==> src/design/cls_consts.svh <==
// Purpose: constants of the link status and sideband block
// Assumes: 32-bit register words, byte addresses
// Notes:   the 10 us cycle count derives from the clock period; init-clock counts are fixed
`ifndef CLS_CONSTS_SVH
`define CLS_CONSTS_SVH
`define CLS_CLK_PERIOD_PS   5000
`define CLS_CC_PERIOD_US    10
`define CLS_CC_CLK_CYCLES   ((`CLS_CC_PERIOD_US * 1000000) / `CLS_CLK_PERIOD_PS)
`define CLS_CC_INIT_CLKS    10000
`define CLS_HOTPLUG_BITS    26
`define CLS_SYNC_W          8
`define CLS_ADDR_CTRL       8'h00
`define CLS_ADDR_STATUS     8'h04
`define CLS_ADDR_FAULT      8'h08
`define CLS_CTRL_RESET      2'h1
`define CLS_CTRL_ENABLE     0
`define CLS_CTRL_FORCEINIT  1
`define CLS_FAULT_LINK      0
`define CLS_FAULT_MULTIBIT  1
`define CLS_FAULT_CFG       2
`define CLS_RESP_OKAY       2'h0
`define CLS_RESP_SLVERR     2'h2
`endif

==> src/design/cls_pkg.sv <==
// Purpose: types of the link status and sideband block
// Assumes: constants come from cls_consts.svh
// Notes:   fault flags travel as one packed struct
package cls_pkg;
   // link-detect machine
   typedef enum logic [2:0] {
      CLS_IDLE,
      CLS_WAIT_LOCK,
      CLS_DETECT,
      CLS_SYNC,
      CLS_FAULT
   } cls_state_t;
   // sticky fault indications
   typedef struct packed {
      logic cfgMismatch;
      logic multibit;
      logic linkFault;
   } cls_fault_t;
endpackage

==> src/design/cls_sideband.sv <==
// Purpose: link status, fault interrupts, transceiver sideband and level-interrupt forwarding
// Assumes: all inputs synchronous to clk, but sideband and peer levels are resynchronised anyway
// Notes:   registers over AXI4-Lite; faults are sticky until cleared or reset
//
// Chosen here: the address map and the AXI4-Lite slave port.
`timescale 1ns/100ps
`include "cls_consts.svh"

//Contract
//- differential data lanes only when enabled
//- differential link clocks only when enabled
//- clock-compensation pulse about every 10 us; code pulses every CC_INIT_CLKS init clocks instead
//- transceiver init output follows init input
//- not-locked input means user clock unstable
//- link-up high while machine synchronized
//- link-up low on any reset or desync
//- master only: link fault on slave reset
//- multibit fault when multiple bits errored
//- parallel interface: multibit means deskew failed
//- serial only: configuration mismatch fault
//- forwarded level updates only on change
//- interrupts and status synchronous to clk
//- after link-up, pulse every 10000 init clocks
//- link-up starts only locked and channel up; with USE_XCVR clear the code skips the lock and channel-up checks
//- hot-plug counter overflow asserts transceiver init
module cls_sideband import cls_pkg::*; #(
   parameter int M            = 8,
   parameter bit USE_DIFF_IO  = 1'b0,
   parameter bit USE_DIFF_CLK = 1'b0,
   parameter bit IS_MASTER    = 1'b1,
   parameter bit USE_XCVR     = 1'b0,
   parameter int CC_INIT_CLKS = `CLS_CC_INIT_CLKS,
   parameter int HOTPLUG_BITS = `CLS_HOTPLUG_BITS
) (
   // clock and reset
   input  wire logic         clk,
   input  wire logic         srst,
   input  wire logic         masterRstN,
   input  wire logic         slaveRstN,
   // parallel lanes, core side
   input  wire logic [M-1:0] txData,
   input  wire logic         txClk,
   output logic [M-1:0]      rxData,
   output logic              rxClk,
   // parallel lanes, pin side
   output logic [M-1:0]      txDataSe,
   output logic [M-1:0]      txDataP,
   output logic [M-1:0]      txDataN,
   output logic              txClkSe,
   output logic              txClkP,
   output logic              txClkN,
   input  wire logic [M-1:0] rxDataSe,
   input  wire logic [M-1:0] rxDataP,
   input  wire logic         rxClkSe,
   input  wire logic         rxClkP,
   // transceiver sideband
   input  wire logic         xcvrInitIn,
   output logic              xcvrInitOut,
   input  wire logic         xcvrInitClk,
   input  wire logic         xcvrNotLocked,
   input  wire logic         xcvrChannelUp,
   output logic              xcvrLogicReset,
   output logic              clkCompPulseOut,
   // link events from the peer
   input  wire logic         peerReady,
   input  wire logic         peerCfgBad,
   input  wire logic         multiBitErr,
   input  wire logic         peerIrqRx,
   output logic              peerIrqTx,
   // status and interrupts
   output logic              linkUpOut,
   output logic              linkFaultIrq,
   output logic              multibitFaultIrq,
   output logic              cfgMismatchIrq,
   input  wire logic         fwdLevelIrqIn,
   input  wire logic         revLevelIrqIn,
   output logic              fwdLevelIrqOut,
   output logic              revLevelIrqOut,
   // axi4-lite slave
   input  wire logic [7:0]   s_axi_awaddr,
   input  wire logic         s_axi_awvalid,
   output logic              s_axi_awready,
   input  wire logic [31:0]  s_axi_wdata,
   input  wire logic [3:0]   s_axi_wstrb,
   input  wire logic         s_axi_wvalid,
   output logic              s_axi_wready,
   output logic [1:0]        s_axi_bresp,
   output logic              s_axi_bvalid,
   input  wire logic         s_axi_bready,
   input  wire logic [7:0]   s_axi_araddr,
   input  wire logic         s_axi_arvalid,
   output logic              s_axi_arready,
   output logic [31:0]       s_axi_rdata,
   output logic [1:0]        s_axi_rresp,
   output logic              s_axi_rvalid,
   input  wire logic         s_axi_rready
);
   localparam int CC_W = $clog2(CC_INIT_CLKS);
   localparam logic [CC_W-1:0] CC_LAST = CC_W'(CC_INIT_CLKS - 1);

   cls_state_t              state_reg;
   cls_state_t              state_next;
   cls_fault_t              fault_reg;
   logic [`CLS_SYNC_W-1:0]  syncA_reg;
   logic [`CLS_SYNC_W-1:0]  syncB_reg;
   logic                    initClkD_reg;
   logic [CC_W-1:0]         ccCount_reg;
   logic [HOTPLUG_BITS-1:0] hotplug_reg;
   logic                    hotplugWrap_reg;
   logic                    linkUpD_reg;
   logic [1:0]              ctrl_reg;
   logic                    awHeld_reg;
   logic                    wHeld_reg;
   logic [7:0]              awAddr_reg;
   logic [31:0]             wData_reg;
   logic                    irqFwd_reg;
   logic                    irqRev_reg;
   logic                    notLocked;
   logic                    chanUp;
   logic                    initIn;
   logic                    initClkS;
   logic                    peerIrqS;
   logic                    slaveRstS;
   logic                    masterRstS;
   logic                    localIrqS;
   logic                    bothOut;
   logic                    initClkRise;
   logic                    doWrite;
   logic                    faultClr;
   logic                    wStrb0_reg;
   logic                    wStrb0;
   cls_fault_t              faultSet;

   // lane selection is static, so plain muxes on the parameters suffice
   assign txDataSe = USE_DIFF_IO ? '0 : txData;
   assign txDataP  = USE_DIFF_IO ? txData : '0;
   assign txDataN  = USE_DIFF_IO ? ~txData : '0;
   assign rxData   = USE_DIFF_IO ? rxDataP : rxDataSe;
   assign txClkSe  = USE_DIFF_CLK ? 1'b0 : txClk;
   assign txClkP   = USE_DIFF_CLK ? txClk : 1'b0;
   assign txClkN   = USE_DIFF_CLK ? ~txClk : 1'b0;
   assign rxClk    = USE_DIFF_CLK ? rxClkP : rxClkSe;

   // two-stage synchronisers; only the second stage is read
   always_ff @(posedge clk) begin
      if (srst) begin
         syncA_reg <= '0;
         syncB_reg <= '0;
      end else begin
         syncA_reg <= {IS_MASTER ? fwdLevelIrqIn : revLevelIrqIn, masterRstN, slaveRstN, peerIrqRx,
                       xcvrInitClk, xcvrInitIn, xcvrChannelUp, xcvrNotLocked};
         syncB_reg <= syncA_reg;
      end
   end
   assign notLocked  = syncB_reg[0];
   assign chanUp     = syncB_reg[1];
   assign initIn     = syncB_reg[2];
   assign initClkS   = syncB_reg[3];
   assign peerIrqS   = syncB_reg[4];
   assign slaveRstS  = syncB_reg[5];
   assign masterRstS = syncB_reg[6];
   assign localIrqS  = syncB_reg[7];
   assign bothOut    = slaveRstS && masterRstS;

   // link-detect machine
   always_comb begin
      state_next = state_reg;
      unique case (state_reg)
         CLS_IDLE: begin
            if (bothOut && ctrl_reg[`CLS_CTRL_ENABLE])
               state_next = CLS_WAIT_LOCK;
         end
         CLS_WAIT_LOCK: begin
            // an unlocked transceiver means its user clock is unstable
            if (!bothOut)
               state_next = CLS_IDLE;
            else if (!USE_XCVR || (!notLocked && chanUp))
               state_next = CLS_DETECT;
         end
         CLS_DETECT: begin
            if (!bothOut)
               state_next = CLS_IDLE;
            else if ((USE_XCVR && peerCfgBad) || multiBitErr)
               state_next = CLS_FAULT;
            else if (peerReady)
               state_next = CLS_SYNC;
         end
         CLS_SYNC: begin
            if (!bothOut)
               state_next = CLS_IDLE;
            else if (USE_XCVR && (notLocked || !chanUp))
               state_next = CLS_WAIT_LOCK;
         end
         CLS_FAULT: begin
            // recovery only through a reset of either end
            if (!bothOut)
               state_next = CLS_IDLE;
         end
      endcase
   end

   always_ff @(posedge clk) begin
      if (srst)
         state_reg <= CLS_IDLE;
      else
         state_reg <= state_next;
   end

   // link-up is a registered decode of the synchronized state
   always_ff @(posedge clk) begin
      if (srst) begin
         linkUpOut   <= 1'b0;
         linkUpD_reg <= 1'b0;
      end else begin
         linkUpOut   <= (state_next == CLS_SYNC) && bothOut;
         linkUpD_reg <= linkUpOut;
      end
   end

   // fault sources; multibit during deskew marks a failed deskew on parallel lanes
   always_comb begin
      faultSet.linkFault   = IS_MASTER && linkUpD_reg && !slaveRstS;
      faultSet.multibit    = multiBitErr && (state_reg == CLS_DETECT || state_reg == CLS_SYNC);
      faultSet.cfgMismatch = USE_XCVR && peerCfgBad && state_reg == CLS_DETECT;
   end

   // sticky flags; a new event wins over a clear in the same cycle
   always_ff @(posedge clk) begin
      if (srst)
         fault_reg <= '0;
      else
         fault_reg <= faultSet | (faultClr ? (fault_reg & ~cls_fault_t'(wData_reg[2:0])) : fault_reg);
   end
   assign linkFaultIrq     = fault_reg.linkFault;
   assign multibitFaultIrq = fault_reg.multibit;
   assign cfgMismatchIrq   = fault_reg.cfgMismatch;

   // compensation pulse counts init-clock edges, CC_INIT_CLKS rising edges apart, only while linked
   assign initClkRise = initClkS && !initClkD_reg;
   always_ff @(posedge clk) begin
      if (srst) begin
         initClkD_reg    <= 1'b0;
         ccCount_reg     <= '0;
         clkCompPulseOut <= 1'b0;
      end else begin
         initClkD_reg    <= initClkS;
         clkCompPulseOut <= 1'b0;
         if (!linkUpOut)
            ccCount_reg <= '0;
         else if (initClkRise) begin
            if (ccCount_reg == CC_LAST) begin
               ccCount_reg     <= '0;
               clkCompPulseOut <= 1'b1;
            end else
               ccCount_reg <= ccCount_reg + 1'b1;
         end
      end
   end

   // hot-plug counter runs while the channel is down and wraps to request init
   always_ff @(posedge clk) begin
      if (srst) begin
         hotplug_reg     <= '0;
         hotplugWrap_reg <= 1'b0;
      end else begin
         hotplugWrap_reg <= 1'b0;
         if (!USE_XCVR || chanUp)
            hotplug_reg <= '0;
         else begin
            hotplug_reg <= hotplug_reg + 1'b1;
            if (&hotplug_reg)
               hotplugWrap_reg <= 1'b1;
         end
      end
   end

   // transceiver init and interconnect reset
   always_ff @(posedge clk) begin
      if (srst) begin
         xcvrInitOut    <= 1'b0;
         xcvrLogicReset <= 1'b1;
      end else begin
         xcvrInitOut    <= initIn || hotplugWrap_reg || ctrl_reg[`CLS_CTRL_FORCEINIT];
         xcvrLogicReset <= initIn || !bothOut;
      end
   end

   // level forwarding: the output only moves when the peer level changes
   always_ff @(posedge clk) begin
      if (srst) begin
         peerIrqTx  <= 1'b0;
         irqFwd_reg <= 1'b0;
         irqRev_reg <= 1'b0;
      end else begin
         peerIrqTx <= localIrqS;
         if (linkUpOut && peerIrqS != (IS_MASTER ? irqRev_reg : irqFwd_reg)) begin
            if (IS_MASTER)
               irqRev_reg <= peerIrqS;
            else
               irqFwd_reg <= peerIrqS;
         end
      end
   end
   assign fwdLevelIrqOut = irqFwd_reg;
   assign revLevelIrqOut = irqRev_reg;

   // write channel: address and data taken in either order, response after both
   assign s_axi_awready = !awHeld_reg && !s_axi_bvalid;
   assign s_axi_wready  = !wHeld_reg && !s_axi_bvalid;
   assign doWrite       = awHeld_reg && wHeld_reg && !s_axi_bvalid;
   assign faultClr      = doWrite && awAddr_reg == `CLS_ADDR_FAULT && wStrb0;
   assign wStrb0        = wStrb0_reg;
   always_ff @(posedge clk) begin
      if (srst) begin
         awHeld_reg   <= 1'b0;
         wHeld_reg    <= 1'b0;
         awAddr_reg   <= '0;
         wData_reg    <= '0;
         wStrb0_reg   <= 1'b0;
         s_axi_bvalid <= 1'b0;
         s_axi_bresp  <= `CLS_RESP_OKAY;
      end else begin
         if (s_axi_awvalid && s_axi_awready) begin
            awHeld_reg <= 1'b1;
            awAddr_reg <= s_axi_awaddr;
         end
         if (s_axi_wvalid && s_axi_wready) begin
            wHeld_reg  <= 1'b1;
            wData_reg  <= s_axi_wdata;
            wStrb0_reg <= s_axi_wstrb[0];
         end
         if (doWrite) begin
            awHeld_reg   <= 1'b0;
            wHeld_reg    <= 1'b0;
            s_axi_bvalid <= 1'b1;
            s_axi_bresp  <= (awAddr_reg == `CLS_ADDR_CTRL || awAddr_reg == `CLS_ADDR_FAULT) ?
                            `CLS_RESP_OKAY : `CLS_RESP_SLVERR;
         end else if (s_axi_bready)
            s_axi_bvalid <= 1'b0;
      end
   end

   // control register steers link enable and forced transceiver init
   always_ff @(posedge clk) begin
      if (srst)
         ctrl_reg <= `CLS_CTRL_RESET;
      else if (doWrite && awAddr_reg == `CLS_ADDR_CTRL && wStrb0)
         ctrl_reg <= wData_reg[1:0];
   end

   // read channel: one cycle to the answer, held until taken
   assign s_axi_arready = !s_axi_rvalid;
   always_ff @(posedge clk) begin
      if (srst) begin
         s_axi_rvalid <= 1'b0;
         s_axi_rdata  <= '0;
         s_axi_rresp  <= `CLS_RESP_OKAY;
      end else if (s_axi_arvalid && s_axi_arready) begin
         s_axi_rvalid <= 1'b1;
         s_axi_rresp  <= `CLS_RESP_OKAY;
         unique case (s_axi_araddr)
            `CLS_ADDR_CTRL:   s_axi_rdata <= {30'h0, ctrl_reg};
            `CLS_ADDR_STATUS: s_axi_rdata <= {26'h0, chanUp, notLocked, state_reg, linkUpOut};
            `CLS_ADDR_FAULT:  s_axi_rdata <= {29'h0, fault_reg};
            default: begin
               s_axi_rdata <= '0;
               s_axi_rresp <= `CLS_RESP_SLVERR;
            end
         endcase
      end else if (s_axi_rready)
         s_axi_rvalid <= 1'b0;
   end
endmodule // cls_sideband

==> config.mk <==
export PLATFORM = sky130hd
export DESIGN_NAME = cls_sideband
export DESIGN_NICKNAME = d
export VERILOG_FILES = /design/src/design/cls_pkg.sv /design/src/design/cls_sideband.sv
export VERILOG_INCLUDE_DIRS = /design/src /design/src/design
export SDC_FILE = /design/constraint.sdc
export NUM_CORES = 1
export LEC_CHECK = 0
export BUFFER_PORTS_ARGS = -buffer_cell sky130_fd_sc_hd__buf_4
export CAP_MARGIN = 5
export CORE_MARGIN = 1
export CORE_UTILIZATION = 40
export DETAILED_ROUTE_END_ITERATION = 8
export GPL_TIMING_DRIVEN = 0
export HOLD_SLACK_MARGIN = 0.03
export PLACE_DENSITY = 0.74
export SLEW_MARGIN = 0
export SYNTH_ARGS = -nofsm -noshare
export SYNTH_HDL_FRONTEND = slang
export SYNTH_SLANG_ARGS = --single-unit
==> constraint.sdc <==
create_clock -name clk -period 2.4 [get_ports clk]
set_clock_uncertainty 0.2 [all_clocks]
set_input_delay 0.12 -clock clk [delete_from_list [all_inputs] [get_ports clk]]
set_output_delay 0.12 -clock clk [all_outputs]
set_load 0.01 [all_outputs]
# Word level (Yosys, flattened, before mapping)
# Index checks and enable logic that the tools add are counted.
# op_classes
add_sub_neg,1
n_mux,17
reduce_logical,39
eq_ne,10
bitwise_logic,5
# ops
cell,count
logical AND 1 bit,18
two-way mux 3 bit,6
one-hot mux 6 bit (3 select lines),1
"== test 8 x 4 -> 1 bit, second input constant",2
logical NOT 8 bit,2
"adder 14 x 1 -> 14 bit, second input constant",1
"== test 14 bit, second input constant",1
two-way mux 14 bit,1
one-hot mux 3 bit (4 select lines),1
"== test 3 x 2 -> 1 bit, second input constant",3
"== test 8 x 3 -> 1 bit, second input constant",1
logical NOT 1 bit,7
two-way mux 2 bit,3
OR reduction 2 bit,3
OR reduction 3 bit,2
two-way mux 1 bit,5
logical OR 1 bit,4
nonzero test 2 bit,2
bitwise AND 3 bit,1
"== test 3 x 1 -> 1 bit, second input constant",1
"== test 3 bit, second input constant",1
logical NOT 3 bit,1
NOT 3 bit,1
OR 2 x 3 -> 3 bit,1
2 further kinds,3
# totals
reg_bits,98
word_cells,98
input_bits,98

# Depth between registers and ports, before layout
# depth
depth_word,6
ltp_mapped,6
ltp_nobuf,5

# Least setup slack after synthesis
# OpenSTA, ideal clock, no wires.
# synth_timing
kind,register to register
startpoint,register awAddr_reg[2]
endpoint,register ctrl_reg[1]
setup_time_ps,114
path_stages_with_launch,5
required_ps,2086
t_arrival_ps,1386
slack_ps,699
path_cell_list,dfxtp_1 -> or4_4 -> nor4_4 -> mux2i_1 -> nor2_1
# synth_between
elab_chain_cells,3
# synth_rtl
item,line,text
"start, declared",cls_sideband.sv:114,logic [7:0] awAddr_reg;
"start signal, assigned",cls_sideband.sv:325,awAddr_reg <= s_axi_awaddr;
logical NOT 8 bit (no source line),--,
logical AND 1 bit (no source line),--,
logical AND 1 bit,cls_sideband.sv:347,else if (doWrite && awAddr_reg == `CLS_ADDR_CTRL && wStrb0)
"end signal, assigned",cls_sideband.sv:346,ctrl_reg <= `CLS_CTRL_RESET;
"end signal, assigned",cls_sideband.sv:348,ctrl_reg <= wData_reg[1:0];
"end, declared",cls_sideband.sv:111,logic [1:0] ctrl_reg;
# Every way passes these cells.
# A chain may end at the register's enable or synchronous reset.

# Final worst setup path
# layout_timing
startpoint,input s_axi_araddr[5]
endpoint,register s_axi_rdata[0]
# layout_between
elab_chain_cells,2
elab_cells_between_ends,4
classes_between,eq/ne: 2; mux: 1; reduce/logical: 1
# layout_rtl
item,line,text
"start, declared",cls_sideband.sv:90,"input wire logic [7:0] s_axi_araddr,"
"== test 8 x 4 -> 1 bit, or another cell as far along",cls_sideband.sv:361,unique case (s_axi_araddr)
one-hot mux 6 bit (3 select lines) *,cls_sideband.sv:361,
"end signal, assigned",cls_sideband.sv:362,"`CLS_ADDR_CTRL: s_axi_rdata <= {30'h0, ctrl_reg};"
"end signal, assigned",cls_sideband.sv:363,"`CLS_ADDR_STATUS: s_axi_rdata <= {26'h0, chanUp, notLocked, state_reg, linkUpOut};"
"end signal, assigned",cls_sideband.sv:364,"`CLS_ADDR_FAULT: s_axi_rdata <= {29'h0, fault_reg};"
"end, declared",cls_sideband.sv:93,"output logic [31:0] s_axi_rdata,"
# Mark *: on every way between the ends. The rest lies on a longest branch, timed or not.

==> flow_summary.ini <==
[yosys]
synth_top_cell_area_share = 0.439
avgSynthCellArea_sq_um = 9.18
synthFlopType = dfxtp_1
yosysUniqueCellTypes = 46
ys_seq_area_frac = 0.439
ys_top_cells_by_count = 70 x dfxtp_1, 65 x buf_4, 46 x nor2_1, 25 x nor2b_1, 17 x mux2i_1
synth_top_cell_by_area = dfxtp_1
synthMostInstantiatedCell = dfxtp_1
async_flop_share = 0
yosysWarnings = 0
ys_top_cells_by_area = dfxtp_1 44%, buf_4 15%, nor2_1 5.4%
ys_ff_latch = 70
synth_edf_count = 0
synthesis.area_sq_um = 3190
netlist_instances = 348

[clock_network]
htreeDepth = 3
cts_setup_buffers = 0
post_cts_resized = 0
numCtsBuffers = 9
clk_latency_ns = 0.34
cts_tree = done
clockRootBuffer = clkbuf_8
ctsLongestPathBuffers = 2
clock-sinks = 70
path_clk_slew_ns = 0.08

[drt]
antenna_left = 0
first_iter_violations = 82
wl_microns = 7060
route.detailed.drc = 0
vias_per_cell = 4.35
dr.pass1.iters = 4
routedWlPerCell_microns = 11.3
vias = 2709

[setup_path]
crit_type = in2reg
cp-end-kind = flop
critPathMaxFanout = 7
reg2regPathDepth = 6
arrival_ns = 2.05
start_kind = input pin
required_ns = 2.48

[global_routing]
grt_max_degree = 13
antenna_found_initial = 0
grt_pass1_wl_microns = 11100
grt_pass1_vias = 2439
grtUsageTotal = 0.167
overflow = 0

[sta]
rsz0062_at_grt = false
fin_setup_tns_ns = 0
period_needed_ns = 1.97
slew_viol_final = 0
timing.final.crit_share = 0.820
slew_headroom = 0.624
fmax_mhz = 508
finalSetupViolations = 0
tightest_slew_ns = 0.564
hold_viol_final = 0

[die]
initial_core_util = 0.413
fp.dieW_microns = 91.4
rows = 32
ioPinCount = 185
core_sq_um = 7730
dieArea_sq_um = 8350
die_h_microns = 91.4

[pwr]
p_seq_frac = 0.494
power_density_nw_per_um2 = 536
switchingPower_mw = 0.617
p_int_mw = 1.85
ir_drop_v = 0.000251
power_leakage_nw = 2.05
swShare = 0.250
clkPwrFrac = 0.352
comb_power_share = 0.154

[finish]
area_growth_pct = 44.0
layout.nets = 615
drive_above_1_share = 0.328
n_antenna_cell = 0
finish.utilization = 0.595
largest_reg_flops = 14

[flow_run]
cap_viol_max_count = 0

[min_path]
hold_path.class = in2reg
min_path_cells = 5

[place]
hpwl_microns = 4890
gp_congestion = 0.796
io_buffers = 76

[outcome]
status = completed
==> layout make-up <==
type | instances | area (sq um)
well taps | 102 | 128
repair buffers | 111 | 921
inverters | 8 | 30.0
plain buffers | 76 | 547
multi-input cells | 240 | 1390
flip-flops and latches | 70 | 1400
clock inverters | 5 | 33.8
fillers | 668 | 3130
clock buffers | 11 | 151
==> worst max-delay path: stages <==
cell and delay [ns]:
dlygate4sd3_1 0.54, buf_4 0.13, nor3_2 0.38, dlygate4sd3_1 0.63
nand4_1 0.09, a21oi_1 0.15
==> layer usage <==
metal	vias to the layer above	routed length, microns	part of all wire	track usage
met1	1210	2910	0.41	0.182
li1	1399	-	-	-
met4	0	100	0.014	0.0622
met3	10	389	0.055	0.0461
met2	90	3660	0.52	0.308
met5	-	0	0	0
==> power groups by stage <==
stage               Sequential [mW]  Clock (mW)  Combinational [mW]
floorplan                      1.24           0               0.220
global placement               1.24           0               0.326
detailed placement             1.25           0               0.331
CTS                            1.22       0.891               0.376
global route                   1.22       0.952               0.410
finish                         1.22       0.867               0.380
==> layout by cell type, fill, tap and decap left out, types with 6 or more instances in the layout <==
cell type and instances:
a21oi_1 12, buf_4 141, clkbuf_1 7, clkbuf_8 11, conb_1 47, dfxtp_1 70
dlygate4sd3_1 35, inv_1 8, mux2i_1 17, nand2_1 14, nand4_1 6, nor2_1 46
nor2b_1 25, nor3_1 7, nor4_1 6, xnor2_1 10
==> cells by family (layout without fill, tap and decap cells) <==
group           after synthesis  in the layout  synth area share
compound gates               32             32            0.0686
mux                          18             18            0.0568
xor+xnor                     11             11            0.0302
fa+ha+maj                     1              1           0.00392
flops                        70             70             0.439
buf+inv                      84            211             0.181
other cells                   1             47           0.00117
simple gates                131            131             0.220
==> per-stage QoR <==
step	cell area (sq um)	power (mW)	setup slack [ns]	hold WS, ns	instances
final	4600	2.47	0.432	0.0250	623
after global routing	4600	2.59	0.305	0.0349	623
after CTS	4600	2.49	0.000856	0.0639	623
after detailed placement	4070	1.58	0.482	0.116	572
after global placement	4070	1.57	0.536	0.107	572
after floorplan	3370	1.46	0.699	0.0190	394
==> path summary, 6_finish.rpt <==
| path | slack (ns) | startpoint | endpoint |
|---|---|---|---|
| hold reg to reg | 0.23 | wData_reg[2] | cfgMismatchIrq |
| setup reg to reg | 0.45 | ccCount_reg[0] | ccCount_reg[11] |
| hold / removal | 0.03 | s_axi_araddr[0] | s_axi_rdata[5] |
| setup / recovery | 0.43 | s_axi_araddr[5] | s_axi_rdata[0] |
==> what timing repair did <==
action | CTS | global route
hold buffers | 35 | 1
endpoints found under the setup margin | 0 | 1
endpoints found under the hold margin | 43 | 1
Note: power is estimated with default switching activity, not from simulation.
